[src/hw/serial_bus_master_defs.svh]
// Purpose: constants for the serial bus master
// Assumes: 250 MHz system clock, Avalon-MM register slave
// Notes:   offsets are word byte addresses
`ifndef SERIAL_BUS_MASTER_DEFS_SVH
`define SERIAL_BUS_MASTER_DEFS_SVH

`define SBM_OFS_DATA        4'h0
`define SBM_OFS_CTRL_ONE    4'h4
`define SBM_OFS_CTRL_TWO    4'h8
`define SBM_OFS_PORT_OUT    4'hc

`define SBM_C1_MODE_LO      0
`define SBM_C1_MODE_HI      1
`define SBM_C1_STOP         2
`define SBM_C1_START        3
`define SBM_C2_BUSY         0
`define SBM_C2_NOACK        1
`define SBM_C2_VERIFY       2
`define SBM_C2_DIR          3

`define SBM_PORT_RESET      3'h7
`define SBM_CLK_HZ          250000000
`define SBM_BUS_HZ          62500
// one quarter bus period per phase
`define SBM_QUARTER_CYC     (`SBM_CLK_HZ / (`SBM_BUS_HZ * 4))
`define SBM_FILTER_CYC      4

`endif

[src/hw/serial_bus_master_pkg.sv]
// Purpose: types for the serial bus master
// Assumes: nothing
// Notes:   constants live in the defs header
package serial_bus_master_pkg;

    typedef enum logic [1:0] {
        MODE_OFF   = 2'b00,
        MODE_SHIFT = 2'b01,
        MODE_TWO   = 2'b10,
        MODE_THREE = 2'b11
    } bus_mode_e;

    typedef enum logic [2:0] {
        ST_IDLE  = 3'b000,
        ST_START = 3'b001,
        ST_BIT   = 3'b010,
        ST_ACK   = 3'b011,
        ST_STOP  = 3'b100,
        ST_DONE  = 3'b101
    } seq_state_e;

endpackage : serial_bus_master_pkg

[src/hw/serial_bus_master.sv]
// Purpose: single-master byte engine for two-wire, three-wire and shift modes
// Assumes: open-drain pins, resolved outside; software holds port bits high
// Notes:   one byte per busy command, bus clock four phases per bit
//
// What this block does
// data register locked while byte runs
// mode bits pick off, shift, two-wire, three-wire
// start request sets enable, adds start
// stop request sets enable, adds stop
// software keeps stop clear in shift mode
// direction bit picks transmit or receive
// busy write starts byte, hardware clears
// verify flag drops on line mismatch
// verify write position drives vsync enable
// missing ack flag, cleared on busy
// no ack driven on last received byte
// outputs anded with port outputs
// software sets pins output and high
// enable pin used only in three-wire
// clock and data inputs deglitched
// three-wire start and stop on enable
// two-wire start and stop on data
// three-wire data changes with clock low
// ninth acknowledge bit after each byte
// only this master makes start, stop
// first byte carries address and direction
// reset clears busy and mode bits
// fixed bus rate, msb first
// master waits while slave stretches clock
// shift mode no ack, no conditions
`timescale 1ns/1ns
`include "serial_bus_master_defs.svh"

module serial_bus_master (
    input  wire logic        clk_sys,
    input  wire logic        arst_n,
    input  wire logic [3:0]  avs_address,
    input  wire logic        avs_read,
    input  wire logic        avs_write,
    input  wire logic [31:0] avs_writedata,
    output logic      [31:0] avs_readdata,
    output logic             avs_waitrequest,
    input  wire logic        scl_in,
    output logic             scl_out,
    output logic             scl_oe,
    input  wire logic        sda_in,
    output logic             sda_out,
    output logic             sda_oe,
    output logic             sen_out,
    output logic             sen_oe,
    output logic             vsync_irq_enable
);

    localparam int unsigned QCYC = `SBM_QUARTER_CYC;
    localparam int unsigned FCYC = `SBM_FILTER_CYC;

    serial_bus_master_pkg::bus_mode_e  mode_reg;
    serial_bus_master_pkg::seq_state_e state_reg;
    logic [7:0]  data_reg;
    logic        start_reg;
    logic        stop_reg;
    logic        dir_reg;
    logic        busy_reg;
    logic        verify_reg;
    logic        noack_reg;
    logic [2:0]  port_reg;
    logic        scl_drv_reg;
    logic        sda_drv_reg;
    logic        sen_drv_reg;
    logic [1:0]  phase_reg;
    logic [2:0]  bit_reg;
    logic [9:0]  tick_cnt_reg;
    logic        tick;
    logic        ack_pend_reg;
    logic [1:0]  scl_sync_reg;
    logic [1:0]  sda_sync_reg;
    logic [2:0]  scl_cnt_reg;
    logic [2:0]  sda_cnt_reg;
    logic        scl_f_reg;
    logic        sda_f_reg;
    logic        wr_hit;
    logic        rd_hit;
    logic        three_wire;
    logic        proto;
    logic        stretched;
    logic        scl_hold;

    assign wr_hit     = avs_write && !avs_waitrequest;
    // read data must already stand at the edge that takes the read
    assign rd_hit     = avs_read && avs_waitrequest;
    assign three_wire = (mode_reg == serial_bus_master_pkg::MODE_THREE);
    assign proto      = mode_reg[1];
    // a tick lost to a stretch costs a quarter, never a bit
    // a slave holding clock low freezes the phase counter
    // stretch waits clock
    assign stretched  = proto && scl_drv_reg && !scl_f_reg && (phase_reg == 2'd2);
    // clock stays parked where the byte left it while the engine is on;
    // floating it high between bytes would hand the slave a stray pulse
    assign scl_hold   = busy_reg || (mode_reg != serial_bus_master_pkg::MODE_OFF);

    // one-cycle wait state: an access that finds waitrequest high answers on its second edge
    // nothing is taken while waitrequest is high
    always_ff @(posedge clk_sys or negedge arst_n) begin
        if (!arst_n) begin
            avs_waitrequest <= 1'b1;
        end else begin
            avs_waitrequest <= !(avs_waitrequest && (avs_read || avs_write));
        end
    end

    // pins are asynchronous, so two flops come before the filter
    // glitch filter
    always_ff @(posedge clk_sys or negedge arst_n) begin
        if (!arst_n) begin
            scl_sync_reg <= 2'b11;
            sda_sync_reg <= 2'b11;
            scl_cnt_reg  <= 3'h0;
            sda_cnt_reg  <= 3'h0;
            scl_f_reg    <= 1'b1;
            sda_f_reg    <= 1'b1;
        end else begin
            scl_sync_reg <= {scl_sync_reg[0], scl_in};
            sda_sync_reg <= {sda_sync_reg[0], sda_in};
            if (scl_sync_reg[1] == scl_f_reg) begin
                scl_cnt_reg <= 3'h0;
            end else if (scl_cnt_reg == 3'(FCYC - 1)) begin
                scl_f_reg   <= scl_sync_reg[1];
                scl_cnt_reg <= 3'h0;
            end else begin
                scl_cnt_reg <= scl_cnt_reg + 3'h1;
            end
            if (sda_sync_reg[1] == sda_f_reg) begin
                sda_cnt_reg <= 3'h0;
            end else if (sda_cnt_reg == 3'(FCYC - 1)) begin
                sda_f_reg   <= sda_sync_reg[1];
                sda_cnt_reg <= 3'h0;
            end else begin
                sda_cnt_reg <= sda_cnt_reg + 3'h1;
            end
        end
    end

    // ten bits: one quarter is a thousand system cycles
    // fixed rate divider
    always_ff @(posedge clk_sys or negedge arst_n) begin
        if (!arst_n) begin
            tick_cnt_reg <= 10'h0;
        end else if (!busy_reg || tick_cnt_reg == 10'(QCYC - 1)) begin
            tick_cnt_reg <= 10'h0;
        end else begin
            tick_cnt_reg <= tick_cnt_reg + 10'h1;
        end
    end
    assign tick = busy_reg && (tick_cnt_reg == 10'(QCYC - 1)) && !stretched;

    // control register one
    always_ff @(posedge clk_sys or negedge arst_n) begin
        if (!arst_n) begin
            // reset disables
            mode_reg  <= serial_bus_master_pkg::MODE_OFF;
            start_reg <= 1'b0;
            stop_reg  <= 1'b0;
        end else if (wr_hit && avs_address == `SBM_OFS_CTRL_ONE) begin
            // mode decode
            // start forces enable
            // stop forces enable
            mode_reg  <= serial_bus_master_pkg::bus_mode_e'({
                avs_writedata[`SBM_C1_MODE_HI] | avs_writedata[`SBM_C1_START]
                    | avs_writedata[`SBM_C1_STOP],
                avs_writedata[`SBM_C1_MODE_LO]});
            start_reg <= avs_writedata[`SBM_C1_START];
            stop_reg  <= avs_writedata[`SBM_C1_STOP];
        end
    end

    // control register two, write-side fields
    // direction is write-only and never read back
    always_ff @(posedge clk_sys or negedge arst_n) begin
        if (!arst_n) begin
            dir_reg          <= 1'b0;
            vsync_irq_enable <= 1'b0;
        end else if (wr_hit && avs_address == `SBM_OFS_CTRL_TWO) begin
            // direction write-only
            dir_reg          <= avs_writedata[`SBM_C2_DIR];
            // vsync enable write
            vsync_irq_enable <= avs_writedata[`SBM_C2_VERIFY];
        end
    end

    always_ff @(posedge clk_sys or negedge arst_n) begin
        if (!arst_n) begin
            // port outputs reset high so the engine owns the pins
            port_reg <= `SBM_PORT_RESET;
        end else if (wr_hit && avs_address == `SBM_OFS_PORT_OUT) begin
            port_reg <= avs_writedata[2:0];
        end
    end

    // byte sequencer with busy, flags and shift register
    always_ff @(posedge clk_sys or negedge arst_n) begin
        if (!arst_n) begin
            state_reg    <= serial_bus_master_pkg::ST_IDLE;
            busy_reg     <= 1'b0;
            verify_reg   <= 1'b0;
            noack_reg    <= 1'b0;
            data_reg     <= 8'h00;
            scl_drv_reg  <= 1'b1;
            sda_drv_reg  <= 1'b1;
            sen_drv_reg  <= 1'b1;
            phase_reg    <= 2'd0;
            bit_reg      <= 3'd7;
            ack_pend_reg <= 1'b0;
        end else if (!busy_reg) begin
            // data locked while busy
            if (wr_hit && avs_address == `SBM_OFS_DATA) begin
                data_reg <= avs_writedata[7:0];
            end
            // busy starts byte
            if (wr_hit && avs_address == `SBM_OFS_CTRL_TWO &&
                avs_writedata[`SBM_C2_BUSY] && mode_reg != serial_bus_master_pkg::MODE_OFF) begin
                busy_reg   <= 1'b1;
                // cleared on busy
                noack_reg  <= 1'b0;
                // verify set at start
                verify_reg <= 1'b1;
                phase_reg  <= 2'd0;
                bit_reg    <= 3'd7;
                // clock falls a quarter before the first data change
                if (!(start_reg && proto)) scl_drv_reg <= 1'b0;
                // shift mode skips start
                // master makes start
                state_reg  <= (start_reg && proto) ? serial_bus_master_pkg::ST_START
                                                   : serial_bus_master_pkg::ST_BIT;
            end
        end else if (tick) begin
            phase_reg <= phase_reg + 2'd1;
            unique case (state_reg)
                serial_bus_master_pkg::ST_START: begin
                    // a repeated start raises both lines first
                    // release high, then drop with clock high
                    // enable falls, clock high
                    // data falls, clock high
                    unique case (phase_reg)
                        2'd0: begin
                            sda_drv_reg <= 1'b1;
                            sen_drv_reg <= 1'b1;
                            scl_drv_reg <= 1'b1;
                        end
                        2'd1: begin
                            if (three_wire) sen_drv_reg <= 1'b0;
                            else sda_drv_reg <= 1'b0;
                        end
                        2'd2: scl_drv_reg <= 1'b0;
                        2'd3: begin
                            // enable back high, clock low
                            sen_drv_reg <= 1'b1;
                            state_reg   <= serial_bus_master_pkg::ST_BIT;
                        end
                    endcase
                end
                serial_bus_master_pkg::ST_BIT: begin
                    unique case (phase_reg)
                        2'd0: begin
                            scl_drv_reg <= 1'b0;
                            // msb first
                            // address byte from data
                            sda_drv_reg <= dir_reg ? data_reg[7] : 1'b1;
                        end
                        2'd1: scl_drv_reg <= 1'b1;
                        2'd2: begin
                            // mismatch clears verify
                            if (dir_reg && proto && sda_f_reg != sda_drv_reg) begin
                                verify_reg <= 1'b0;
                            end
                            // transmit rotates, so the byte reads back intact
                            data_reg <= {data_reg[6:0], dir_reg ? data_reg[7] : sda_f_reg};
                        end
                        2'd3: begin
                            scl_drv_reg <= 1'b0;
                            bit_reg     <= bit_reg - 3'd1;
                            if (bit_reg == 3'd0) begin
                                // shift mode no ack
                                // ninth ack bit
                                state_reg <= proto ? serial_bus_master_pkg::ST_ACK
                                          : serial_bus_master_pkg::ST_DONE;
                            end
                        end
                    endcase
                end
                serial_bus_master_pkg::ST_ACK: begin
                    unique case (phase_reg)
                        // a received byte is acked only when more follow
                        // no ack on last
                        2'd0: sda_drv_reg <= dir_reg || stop_reg;
                        2'd1: scl_drv_reg <= 1'b1;
                        2'd2: ack_pend_reg <= dir_reg && sda_f_reg;
                        2'd3: begin
                            scl_drv_reg <= 1'b0;
                            // missing ack sets
                            noack_reg   <= ack_pend_reg;
                            state_reg   <= stop_reg ? serial_bus_master_pkg::ST_STOP
                                                    : serial_bus_master_pkg::ST_DONE;
                        end
                    endcase
                end
                serial_bus_master_pkg::ST_STOP: begin
                    // enable rises, clock high
                    // data rises, clock high
                    // data high, enable low
                    unique case (phase_reg)
                        2'd0: begin
                            sda_drv_reg <= three_wire;
                            sen_drv_reg <= !three_wire;
                        end
                        2'd1: scl_drv_reg <= 1'b1;
                        2'd2: begin
                            sda_drv_reg <= 1'b1;
                            sen_drv_reg <= 1'b1;
                        end
                        2'd3: state_reg <= serial_bus_master_pkg::ST_DONE;
                    endcase
                end
                serial_bus_master_pkg::ST_DONE: begin
                    // busy drops a quarter after the last phase, three quarters after the last clock edge when a stop ran
                    // hardware clears busy
                    if (!stop_reg) sda_drv_reg <= 1'b1;
                    busy_reg  <= 1'b0;
                    state_reg <= serial_bus_master_pkg::ST_IDLE;
                end
                default: state_reg <= serial_bus_master_pkg::ST_IDLE;
            endcase
        end
    end

    // read data; data reads zero while busy
    always_ff @(posedge clk_sys or negedge arst_n) begin
        if (!arst_n) begin
            avs_readdata <= 32'h0000_0000;
        end else if (rd_hit) begin
            unique case (avs_address)
                // read blocked while busy
                `SBM_OFS_DATA:     avs_readdata <= {24'h0, busy_reg ? 8'h00 : data_reg};
                `SBM_OFS_CTRL_ONE: avs_readdata <= {28'h0, start_reg, stop_reg, mode_reg};
                `SBM_OFS_CTRL_TWO: avs_readdata <= {29'h0, verify_reg, noack_reg, busy_reg};
                `SBM_OFS_PORT_OUT: avs_readdata <= {29'h0, port_reg};
                default:           avs_readdata <= 32'h0000_0000;
            endcase
        end
    end

    // open-drain pins: drive low only
    always_ff @(posedge clk_sys or negedge arst_n) begin
        if (!arst_n) begin
            scl_out <= 1'b0;
            sda_out <= 1'b0;
            sen_out <= 1'b0;
            scl_oe  <= 1'b0;
            sda_oe  <= 1'b0;
            sen_oe  <= 1'b0;
        end else begin
            scl_out <= 1'b0;
            sda_out <= 1'b0;
            sen_out <= 1'b0;
            // idle data lines are left to the pull-ups
            // and with port
            scl_oe  <= !(port_reg[0] && (!scl_hold || scl_drv_reg));
            sda_oe  <= !(port_reg[1] && (!busy_reg || sda_drv_reg));
            // enable only three-wire
            sen_oe  <= !(port_reg[2] && (!(busy_reg && three_wire) || sen_drv_reg));
        end
    end

endmodule : serial_bus_master

[config.mk]
export PLATFORM = sky130hd
export DESIGN_NAME = serial_bus_master
export DESIGN_NICKNAME = d
export VERILOG_FILES = /design/src/hw/serial_bus_master_pkg.sv /design/src/hw/serial_bus_master.sv
export VERILOG_INCLUDE_DIRS = /design/src /design/src/hw
export SDC_FILE = /design/constraint.sdc
export NUM_CORES = 1
export LEC_CHECK = 0
export BUFFER_PORTS_ARGS = -buffer_cell sky130_fd_sc_hd__buf_2
export CAP_MARGIN = 20
export CORE_ASPECT_RATIO = 0.9
export CORE_MARGIN = 4
export CORE_UTILIZATION = 35
export CTS_CLUSTER_SIZE = 16
export DETAILED_ROUTE_END_ITERATION = 12
export PLACE_DENSITY_LB_ADDON = 0.1
export SLEW_MARGIN = 15
export SYNTH_ARGS = -nofsm -noshare
export SYNTH_HDL_FRONTEND = slang
export SYNTH_SLANG_ARGS = --single-unit
[constraint.sdc]
create_clock -name clk_sys -period 5 [get_ports clk_sys]
set_input_delay 1 -clock clk_sys [delete_from_list [all_inputs] [get_ports clk_sys]]
set_output_delay 1 -clock clk_sys [all_outputs]
set_load 0.01 [all_outputs]
Yosys cells after proc, flatten, opt, wreduce, memory -nomap -nowiden
Cells that the tools add are included.
{ "totals": {"reg_bits": 90, "input_bits": 42, "output_inout_bits": 40, "elab_cells": 211} }
{ "classes": {"addsub": 5, "n_eq_ne": 43, "muxes": 69, "bitwise_logic": 4, "n_reduce_logical": 61} }
{ "op_table": {"columns": ["op", "count"], "rows": [
  ["$mux W3", 18],
  ["$mux W8", 6],
  ["$pmux W8 S4", 1],
  ["$mux W1", 28],
  ["$ne A3 B3 Y1 const B", 9],
  ["$logic_and A1 B1 Y1", 22],
  ["$pmux W1 S2", 8],
  ["$reduce_and A4 Y1", 4],
  ["$eq A3 B2 Y1 const B", 4],
  ["$ne A2 B1 Y1 const B", 6],
  ["$ne A4 B4 Y1 const B", 3],
  ["$pmux W3 S4", 1],
  ["$logic_not A1 Y1", 11],
  ["$add A10 B1 Y10 const B", 1],
  ["$eq A10 B10 Y1 const B", 1],
  ["$mux W10", 1],
  ["$reduce_and A9 Y1", 1],
  ["$eq A4 B4 Y1 const B", 2],
  ["$mux W2", 4],
  ["$ne A2 B2 Y1 const B", 4],
  ["$reduce_and A8 Y1", 1],
  ["$reduce_bool A2 Y1", 4],
  ["$logic_or A1 B1 Y1", 7],
  ["$reduce_and A7 Y1", 1],
  ["24 further kinds", 34]
]} }

Depth between registers and ports, before layout
Gate-level depths: netlist of the first run.
{ "depth": {"word_depth": 7, "depth_mapped": 8, "mapped_depth_nobuf": 8} }

Worst setup path before layout of the first run
No wires, ideal clock.
{ "synth_timing": {"path_kind": "input-to-reg", "from": "input avs_write", "to": "register state_reg[0]", "setup_time_ns": 0.125, "arrival_ns": 2.353, "required_time_ns": 4.875, "setup_slack_ns": 2.522, "cell_stages": 5, "path_cell_list": "nor2b_1 nand4b_1 o31a_4 a21o_4 mux2_4"} }
{ "synth_via": {"elab_chain_len": 6} }
{ "synth_lines": {"columns": ["item", "line", "text"], "rows": [
  ["from (decl)", "serial_bus_master.sv:39", "input wire logic avs_write,"],
  ["$logic_and A1 B1 Y1", "serial_bus_master.sv:88", "assign wr_hit = avs_write && !avs_waitrequest;"],
  ["$logic_and A1 B1 Y1 (no source line)", null, null],
  ["$logic_and A1 B1 Y1 (2 in series)", "serial_bus_master.sv:219", "if (wr_hit && avs_address == `SBM_OFS_CTRL_TWO &&"],
  ["$reduce_bool A2 Y1 (no source line)", null, null],
  ["$reduce_and A7 Y1 (no source line)", null, null],
  ["to (signal assigned)", "serial_bus_master.sv:202", "state_reg <= serial_bus_master_pkg::ST_IDLE;"],
  ["to (signal assigned)", "serial_bus_master.sv:232", "state_reg <= (start_reg && proto) ? serial_bus_master_pkg::ST_START"],
  ["to (signal assigned)", "serial_bus_master.sv:257", "state_reg <= serial_bus_master_pkg::ST_BIT;"],
  ["to (decl)", "serial_bus_master.sv:58", "serial_bus_master_pkg::seq_state_e state_reg;"]
]} }
Every way passes these cells.
A chain may end at the register's enable or synchronous reset.

Final worst setup path of the first run
{ "layout_timing": {"from": "register phase_reg[0]", "to": "register sda_drv_reg"} }
{ "layout_via": {"elab_chain_len": 5} }
{ "layout_lines": {"columns": ["item", "line", "text"], "rows": [
  ["from (decl)", "serial_bus_master.sv:70", "logic [1:0] phase_reg;"],
  ["from (signal assigned)", "serial_bus_master.sv:236", "phase_reg <= phase_reg + 2'd1;"],
  ["$eq A2 B2 Y1", "serial_bus_master.sv:96, serial_bus_master.sv:310", null],
  ["$logic_and A1 B1 Y1", "serial_bus_master.sv:96", "assign stretched = proto && scl_drv_reg && !scl_f_reg && (phase_reg == 2'd2);"],
  ["$logic_not A1 Y1", "serial_bus_master.sv:154", "assign tick = busy_reg && (tick_cnt_reg == 10'(QCYC - 1)) && !stretched;"],
  ["$logic_and A1 B1 Y1", "serial_bus_master.sv:154", null],
  ["$reduce_and A9 Y1 (no source line)", null, null],
  ["to (signal assigned)", "serial_bus_master.sv:267", "sda_drv_reg <= dir_reg ? data_reg[7] : 1'b1;"],
  ["to (signal assigned)", "serial_bus_master.sv:294", "2'd0: sda_drv_reg <= dir_reg || stop_reg;"],
  ["to (signal assigned)", "serial_bus_master.sv:312", "sda_drv_reg <= three_wire;"],
  ["to (decl)", "serial_bus_master.sv:68", "logic sda_drv_reg;"]
]} }
Several ways; a longest one is shown, not always the timed one.

==> flow_metrics.tcl, run 1 <==
set metrics [dict create \
    start_util_pct 36.2 \
    wire_per_inst_um 15.1 \
    drt-total-wl_um 7660 \
    postCtsHoldBufs 0 \
    path_class "reg2reg" \
    worst_pin_slew_ns 0.959 \
    gp_congestion 0.777 \
    pin_count 82 \
    cp_max_fo 8 \
    nets 427 \
    htree_levels 3 \
    status "finished clean" \
    min_period_ns 2.77 \
    place_inst 490 \
    hold_viol 0 \
    synth_top_family_by_area "simple AND/OR/NAND/NOR gates" \
    rows 34 \
    track_usage_pct 13.9 \
    critPathLaunchType "flop" \
    drt_first_iter_violations 136 \
    arrival_ns 3.02 \
    rsz0062_at_grt "no" \
    cts_made_buffers 9 \
    grt_max_degree 40 \
    critPathRequiredTime_ns 5.25 \
    yosysWarnings 0 \
    drc_errors 0 \
    grt_pass1_wl_um 12800 \
    max_slew_margin_pct 35.5 \
    fp.dieW_um 114 \
    synthAdderAreaFrac_pct 3.53 \
    mostFrequentLayoutCell "dfrtp_1" \
    hold_slack_ns 0.356 \
    insertion_delay_ns 0.33 \
    clockRootBuffer "clkbuf_16" \
    ys_seq_elements 66 \
    cts_tree "done" \
    crit_path_end_kind "flop" \
    max_stage_delay_ns 0.79 \
    leakagePower_nw 1.79 \
    setup_tns_ns 0 \
    port_buffers 30 \
    powerDensity_nw_per_um2 415 \
    vdd_ir_drop_max_uv 189 \
    yosysSeqAreaShare_pct 47.1 \
    synth-xor-area-share_pct 2.22 \
    ys.flop_type "dfrtp_1" \
    largest_reg_flops 10 \
    post-dp-hpwl_um 5550 \
    synth-simple-area-share_pct 15.3 \
    drtPass1Iterations 5 \
    dieArea_um2 11800 \
    finClkSkew_ns 0.00798 \
    syn_area_per_cell_um2 10.3 \
    finalMaxSlewViolations 0 \
    drtAntennaViolNets 0 \
    post_cts_buffers 0 \
    diodes 0 \
    synth_compound_area_share_pct 14.3 \
    final-setup-viol-count 0 \
    synthesis.area_um2 3550 \
    antenna_found_initial 0 \
    period_share_pct 55.3 \
    grt-ovfl-total 0 \
    drive_gt1_share_pct 23.9 \
    fmax_mhz 362 \
    syn_inst 345 \
    viasPerCell 5.03 \
    syn2layout_area_growth_pct 13.2 \
    cts.sinks 66 \
    path_clk_slew_ns 0.06 \
    post_cts_resized 0 \
    fp.dieH_um 103 \
    grt_pass1_vias 2424 \
    path_cells "inv_1 > ha_1 > and4b_1 > nor4_1 > o31ai_1 > nor3_1 > mux2_2" \
    cpMaxStageDelayCell "nor4_1" \
    vias 2547 \
    ys_types 55 \
    clk_path_buf_depth 2 \
    muxShareOfSynthArea_pct 8.86 \
    synth-edff-count 0 \
    final_cell_mix "50 x dfrtp_1, 30 x buf_2, 27 x o21ai_0, 27 x conb_1, 26 x nand2_1" \
    core-area_um2 9780 \
    worstHoldPathType "reg2reg" \
    final_cells 506 \
    async_reset_ff_share_pct 100 \
    cap_violations 0 \
]
cell type report:
class	instances	area, µm²
fillers	956	5770
clock buffers	9	225
clock inverters	7	76.3
flip-flops and latches	66	1670
multi-input cells	252	1670
well taps	126	158
inverters	14	52.6
repair buffers	32	165
worst paths after layout:
path / from / endpoint / slack [ns] / cells past startpoint
worst max-delay path: phase_reg[0] / sda_drv_reg / 2.23 / 7
worst min-delay path: scl_sync_reg[0] / scl_sync_reg[1] / 0.36 / 0
worst max register to register: phase_reg[0] / sda_drv_reg / 2.23 / 7
worst min register to register: scl_sync_reg[0] / scl_sync_reg[1] / 0.36 / 0
max in group asynchronous: arst_n / sda_drv_reg / 3.35 / 2
min in group asynchronous: arst_n / tick_cnt_reg[7] / 0.69 / 1
logic make-up after synthesis:
group,count (synthesis)
muxes,28
adders and majority gates,10
buffers and inverters,53
AOI/OAI and AO/OA,76
DFF,66
and+or+nand+nor,102
other,1
xor gates and xnor gates,9
metrics by stage:
| stage | setup slack [ns] | util [%] | total power, mW | area, µm² |
|---|---|---|---|---|
| global route | 2.09 | 41.0 | 1.77 | 4020 |
| floorplan | 2.52 | - | 0.951 | 3640 |
| finish | 2.23 | 41.0 | 1.67 | 4020 |
| CTS | 2.22 | 41.0 | 1.69 | 4020 |
| global placement | 2.09 | 38.0 | 1.04 | 3710 |
| detailed placement | 2.10 | 38.0 | 1.05 | 3710 |
critical path: cells and delay by family, from the launching register on:
kind	cells	cell delay [ns]
mux	1	0.36
buf+inv	1	0.11
fa+ha+maj	1	0.32
flops	1	0.37
compound gates	1	0.23
simple gates	3	1.29
cell usage after synthesis (4+ instances only):
master / number / area (µm²)
nand3_1: 6 / 30.0
xnor2_1: 5 / 43.8
or3_1: 4 / 25.0
and3_1: 8 / 50.1
nor3_1: 8 / 40.0
dfstp_2: 16 / 420
o31ai_1: 7 / 52.6
xor2_1: 4 / 35.0
clkbuf_1: 8 / 30.0
nor2_1: 20 / 75.1
a21oi_1: 17 / 85.1
dfrtp_1: 50 / 1250
nand2_1: 26 / 97.6
buf_4: 28 / 210
nor3b_1: 4 / 30.0
inv_1: 14 / 52.6
ha_1: 10 / 125
mux2i_1: 10 / 100
mux2_2: 15 / 169
nor2b_1: 9 / 56.3
o21ai_0: 27 / 135
power by group:
group | leakage, nW | switching, mW | internal (mW)
clock | 0.142 | 0.242 | 0.389
combinational | 0.833 | 0.179 | 0.140
sequential | 0.812 | 0.0844 | 0.632
layer usage:
metal	track usage, %	vias to the layer above	wire length, µm
met5	0	-	0
met4	4.47	0	85
met3	3.49	8	393
met2	20.2	78	3350
met1	20.3	1223	3840
li1	-	1238	-
Note: power is estimated with default switching activity, not from simulation.
==> run 2: changes to the inputs <==
==> constraint.sdc (replaced) <==
create_clock -name clk_sys -period 2.8 [get_ports clk_sys]
set_input_delay 0.56 -clock clk_sys [delete_from_list [all_inputs] [get_ports clk_sys]]
set_output_delay 0.56 -clock clk_sys [all_outputs]
set_load 0.01 [all_outputs]
==> run 2 against run 1 <==
Against the previous run: clock skew down 0.0026 ns; first-iteration DRC count decreased by 5.1%; worst setup slack got worse by 1.7 ns; fmax increased by 20%; sequential power increased by 77%.
==> flow_metrics.tcl, run 2 (synthesis results as in run 1) <==
set metrics [dict create \
    drt_first_iter_violations 129 \
    wl_met3_um 401 \
    grt_pass1_vias 2486 \
    cap_violations 0 \
    critPathRequiredTime_ns 3.04 \
    wire_per_inst_um 15.2 \
    reg2reg_slack_ns 0.49 \
    hold_slack_ns 0.226 \
    finClkSkew_ns 0.00540 \
    dr_wl_met2_um 3300 \
    p_clk_share_pct 37.3 \
    viasPerCell 4.98 \
    crit_path_end_kind "flop" \
    vdd_ir_drop_max_uv 344 \
    rsz0062_at_grt "no" \
    hold_viol 0 \
    final_cell_mix "50 x dfrtp_1, 30 x buf_2, 27 x o21ai_0, 27 x conb_1, 26 x nand2_1" \
    drtAntennaViolNets 0 \
    met1Wirelength_um 3990 \
    drc_errors 0 \
    dieArea_um2 11800 \
    fill_cells 1000 \
    drive_gt1_share_pct 25.3 \
    internal-power_mw 2.08 \
    drt-total-wl_um 7780 \
    core-area_um2 9780 \
    fp.dieH_um 103 \
    final_util_pct 41.6 \
    start_util_pct 36.2 \
    clk_path_buf_depth 2 \
    largest_reg_flops 10 \
    cts.sinks 66 \
    setup_tns_ns 0 \
    fp.dieW_um 114 \
    htree_levels 3 \
    max_slew_margin_pct 43.8 \
    pin_count 82 \
    path_clk_slew_ns 0.06 \
    post-dp-hpwl_um 5630 \
    vias 2557 \
    cts_tree "done" \
    powerDensity_nw_per_um2 733 \
    final-setup-viol-count 0 \
    min_period_ns 2.31 \
    track_usage_pct 14.5 \
    post_cts_buffers 0 \
    grt_pass1_wl_um 13300 \
    period_share_pct 82.5 \
    worst_pin_slew_ns 0.835 \
    insertion_delay_ns 0.33 \
    diodes 0 \
    gp_congestion 0.760 \
    status "finished clean" \
    syn2layout_area_growth_pct 14.9 \
    antenna_found_initial 0 \
    path_class "reg2reg" \
    critPathLaunchType "flop" \
    nets 434 \
    arrival_ns 2.55 \
    fmax_mhz 433 \
    multi_input_area_um2 1670 \
    seqPwrFrac_pct 42.5 \
    post_cts_resized 0 \
    drtPass1Iterations 4 \
    finalMaxSlewViolations 0 \
    port_buffers 30 \
    leakagePower_nw 1.83 \
    clockRootBuffer "clkbuf_16" \
    grt_max_degree 44 \
    combPwrFrac_pct 20.2 \
    p_switching_mw 0.904 \
    topRoutingLayerUsed "met4" \
    switching_share_pct 30.3 \
    rows 34 \
    cts_made_buffers 9 \
    cp_max_fo 7 \
    regArea_um2 1670 \
    mostFrequentLayoutCell "dfrtp_1" \
    grt-ovfl-total 0 \
    worstHoldPathType "in2async" \
    postCtsHoldBufs 0 \
]
==> run 2: changes by cell type in the layout (fill, tap and decap cells not counted) <==
| cell | previous run | this run |
|---|---|---|
| clkinv_4 | 1 | 0 |
| buf_4 | 2 | 8 |
| clkinv_2 | 1 | 3 |
| inv_6 | 2 | 1 |
| buf_12 | 0 | 1 |
==> run 2: worst paths after layout <==
kind,from,to,depth (start not counted)
hold reg to reg,scl_sync_reg[0],scl_sync_reg[1],0
hold / removal,arst_n,tick_cnt_reg[6],1
max in group asynchronous,arst_n,sda_drv_reg,2
setup / recovery,phase_reg[0],scl_drv_reg,7
setup reg to reg,phase_reg[0],scl_drv_reg,7
min in group clk_sys,scl_in,scl_sync_reg[0],1
==> run 2: power groups by stage <==
stage	sequential, mW	clock (mW)	combinational (mW)
finish	1.27	1.11	0.603
global route	1.30	1.19	0.693
CTS	1.27	1.15	0.610
detailed placement	1.29	0	0.607
global placement	1.28	0	0.602
floorplan	1.24	0	0.459
==> run 2: layout make-up <==
cell class	instances	share of cell area [%]
inverter	14	1.29
multi-input combinational	252	40.9
clock inverter	7	1.69
clock buffer	9	5.53
sequential	66	41.0
tap	126	3.87
timing repair buffer	39	5.65
==> run 2: per-layer routing <==
metal / GRT usage, % / up-vias
met3: 3.96 / 8
met5: 0 / -
met4: 5.66 / 0
li1: - / 1248
met2: 20.4 / 62
met1: 21.1 / 1239
==> run 2: through the flow <==
stage                     setup slack, ns  instance area (µm²)  std cells  total power [mW]
after global routing                0.354                 4070        513              3.18
after detailed placement            0.501                 3780        497              1.89
final                               0.490                 4070        513              2.99
after global placement              0.530                 3780        497              1.88
after floorplan                     0.619                 3640        371              1.70
after CTS                           0.480                 4070        513              3.03
==> run 2: worst max-delay path, cell delays in order, from the launching register on <==
cell and delay (ns):
dfrtp_1 0.37, inv_1 0.10, ha_1 0.24, and4b_1 0.20, or4_4 0.53, o31a_4 0.18
nor4_2 0.32, mux2i_1 0.27
==> run 3: changes to the inputs <==
--- a/config.mk
+++ b/config.mk
@@ -6,6 +6,7 @@
 export SDC_FILE = /design/constraint.sdc
 export NUM_CORES = 1
 export LEC_CHECK = 0
+export ABC_AREA = 1
 export BUFFER_PORTS_ARGS = -buffer_cell sky130_fd_sc_hd__buf_2
 export CAP_MARGIN = 20
 export CORE_ASPECT_RATIO = 0.9
==> constraint.sdc (replaced) <==
create_clock -name clk_sys -period 2 [get_ports clk_sys]
set_input_delay 0.4 -clock clk_sys [delete_from_list [all_inputs] [get_ports clk_sys]]
set_output_delay 0.4 -clock clk_sys [all_outputs]
set_load 0.01 [all_outputs]
==> run 3 against run 2 <==
Against the previous run: count of clock-buffer cells in the layout grew 1; synthesized cell count up 36%; register-to-register slack worse by 0.27 ns; global-route usage increased by 0.32 points; power up 55%; critical path depth increased by 4; largest power group unchanged.
==> flow_metrics.tcl, run 3 <==
set metrics [dict create \
    status "finished clean" \
    synth_top_area_share_pct 34.0 \
    worstHoldPathType "in2async" \
    htree_levels 3 \
    p_switching_mw 1.64 \
    synthesis.area_um2 3680 \
    critPathRequiredTime_ns 2.27 \
    drt-total-wl_um 8400 \
    path_cells "inv_1 > ha_2 > nand4_1 > nand2_1 > nor2_4 > nor2_2 > nor2_4 > buf_4 > nand2_1 > nand2_1 > nand2_1" \
    seqPwrFrac_pct 41.0 \
    rows 35 \
    drtAntennaViolNets 0 \
    fp.dieH_um 105 \
    async_reset_ff_share_pct 100 \
    internal-power_mw 2.99 \
    drc_errors 0 \
    synth_most_common_cell "nand2_1" \
    min_period_ns 1.78 \
    finalWorstSetupSlack_ns 0.220 \
    viasPerCell 4.53 \
    crit_path_end_kind "flop" \
    finClkSkew_ns 0.00865 \
    hold_viol 0 \
    leakagePower_nw 2.13 \
    combPwrFrac_pct 27.3 \
    antenna_found_initial 0 \
    yosysSeqAreaShare_pct 45.5 \
    post-dp-hpwl_um 6240 \
    cts_tree "done" \
    fmax_mhz 562 \
    ys.flop_type "dfrtp_1" \
    synthTopCellsByArea "dfrtp_1 34%, nand2_1 14%, dfstp_2 11%" \
    cp_max_fo 7 \
    critPathLaunchType "flop" \
    fp.dieW_um 116 \
    grt_pass1_wl_um 14400 \
    pin_count 82 \
    clk_path_buf_depth 2 \
    grt_pass1_vias 2977 \
    powerDensity_nw_per_um2 1090 \
    gp_congestion 0.852 \
    fill_cells 1081 \
    synth_commonest_cells "135 x nand2_1, 51 x inv_1, 50 x dfrtp_1" \
    grt-ovfl-total 0 \
    yosysWarnings 0 \
    core-area_um2 10200 \
    mostFrequentLayoutCell "nand2_1" \
    nets 569 \
    largest_reg_flops 10 \
    insertion_delay_ns 0.33 \
    drt_first_iter_violations 163 \
    place_ws_ns 0.119 \
    cpMostUsedCell "nand2_1" \
    diodes 0 \
    finalMaxSlewViolations 0 \
    final-setup-viol-count 0 \
    cap_violations 0 \
    p_clk_share_pct 31.7 \
    final_util_pct 41.4 \
    track_usage_pct 14.8 \
    ys_types 35 \
    grt_max_degree 67 \
    dieArea_um2 12200 \
    ys_seq_elements 66 \
    synth.largest_area_cell "dfrtp_1" \
    syn_area_per_cell_um2 7.82 \
    synth-edff-count 0 \
    vdd_ir_drop_max_uv 548 \
    clockRootBuffer "clkbuf_16" \
    worst-path-buf-inv 2 \
    switching_share_pct 35.5 \
    path_clk_slew_ns 0.06 \
    vias 2951 \
    start_util_pct 35.9 \
    crit-reg2reg-launch "phase_reg[0]" \
    drive_gt1_share_pct 19.3 \
    rsz0062_at_grt "no" \
    cpMaxStageDelayCell "dfrtp_1" \
    path_class "reg2reg" \
    wire_per_inst_um 12.9 \
    syn_inst 470 \
    setup_tns_ns 0 \
    cts.sinks 66 \
    cts_made_buffers 9 \
    cp_top_family "simple AND/OR/NAND/NOR gates" \
    syn2layout_area_growth_pct 15.3 \
    period_share_pct 89.0 \
    hold_slack_ns 0.0817 \
    port_buffers 30 \
    critPathLaunch "phase_reg[0]" \
    final_cell_mix "135 x nand2_1, 51 x inv_1, 50 x dfrtp_1" \
    drtPass1Iterations 4 \
    arrival_ns 2.05 \
    max_stage_delay_ns 0.40 \
]
-- run 3: area by class of cell --
| cell class | count | area, µm² | area share (%) |
|---|---|---|---|
| Tap cell | 129 | 161 | 3.81 |
| Multi-Input combinational cell | 344 | 1670 | 39.3 |
| Clock buffer | 10 | 239 | 5.63 |
| Timing Repair Buffer | 43 | 260 | 6.14 |
| Clock inverter | 6 | 42.5 | 1.00 |
| Inverter | 53 | 199 | 4.69 |
| Sequential cell | 66 | 1670 | 39.4 |
-- run 3: path summary, 6_finish.rpt --
path | endpoint | slack [ns] | depth (start not counted)
worst min register to register | sda_sync_reg[1] | 0.35 | 0
max in group asynchronous | avs_waitrequest | 1.58 | 2
min in group clk_sys | scl_sync_reg[0] | 0.16 | 1
worst min-delay path | tick_cnt_reg[4] | 0.08 | 2
worst max register to register | bit_reg[0] | 0.22 | 11
worst max-delay path | bit_reg[0] | 0.22 | 11
-- run 3: kinds of logic after synthesis --
kind of cell	count (synthesis)	share of synthesized area (%)
mux	1	0.306
compound gates	63	9.73
other cells	1	0.102
fa+ha+maj	10	3.40
simple gates	241	28.5
xor+xnor	2	0.476
flops	66	45.5
buf+inv	86	12.0
-- run 3: worst register-to-register path, stage by stage, from the launching register on --
cell	delay [ns]
dfrtp_1	0.40
inv_1	0.14
ha_2	0.26
nand4_1	0.11
nand2_1	0.11
nor2_4	0.05
nor2_2	0.17
nor2_4	0.10
buf_4	0.16
nand2_1	0.10
nand2_1	0.07
nand2_1	0.05
-- run 3: metal layers --
layer  part of all wire (%)  GRT usage [%]
met1                     53           21.4
met4                    1.5           4.23
met5                      0              0
met2                     42           21.5
met3                    4.3           4.19
-- run 3: stage by stage --
stage,total power [mW],area (µm²),std cells
2_1_floorplan,2.83,3770,496
3_3_place_gp,3.15,3940,633
3_5_place_dp,3.17,3940,633
4_1_cts,4.69,4220,649
5_1_grt,5.00,4240,651
6_report,4.64,4240,651
-- run 3: what timing repair did --
item,4_1_cts,5_1_grt
setup endpoints to repair,0,8
hold buffers,0,0
buffers inserted,0,2
gates resized for setup,0,2
-- run 3: power groups by stage --
stage               registers [mW]  logic [mW]  clock network [mW]
detailed placement            1.92        1.25                   0
floorplan                     1.86       0.968                   0
finish                        1.90        1.27                1.47
CTS                           1.90        1.26                1.53
global placement              1.92        1.24                   0
global route                  1.95        1.48                1.57
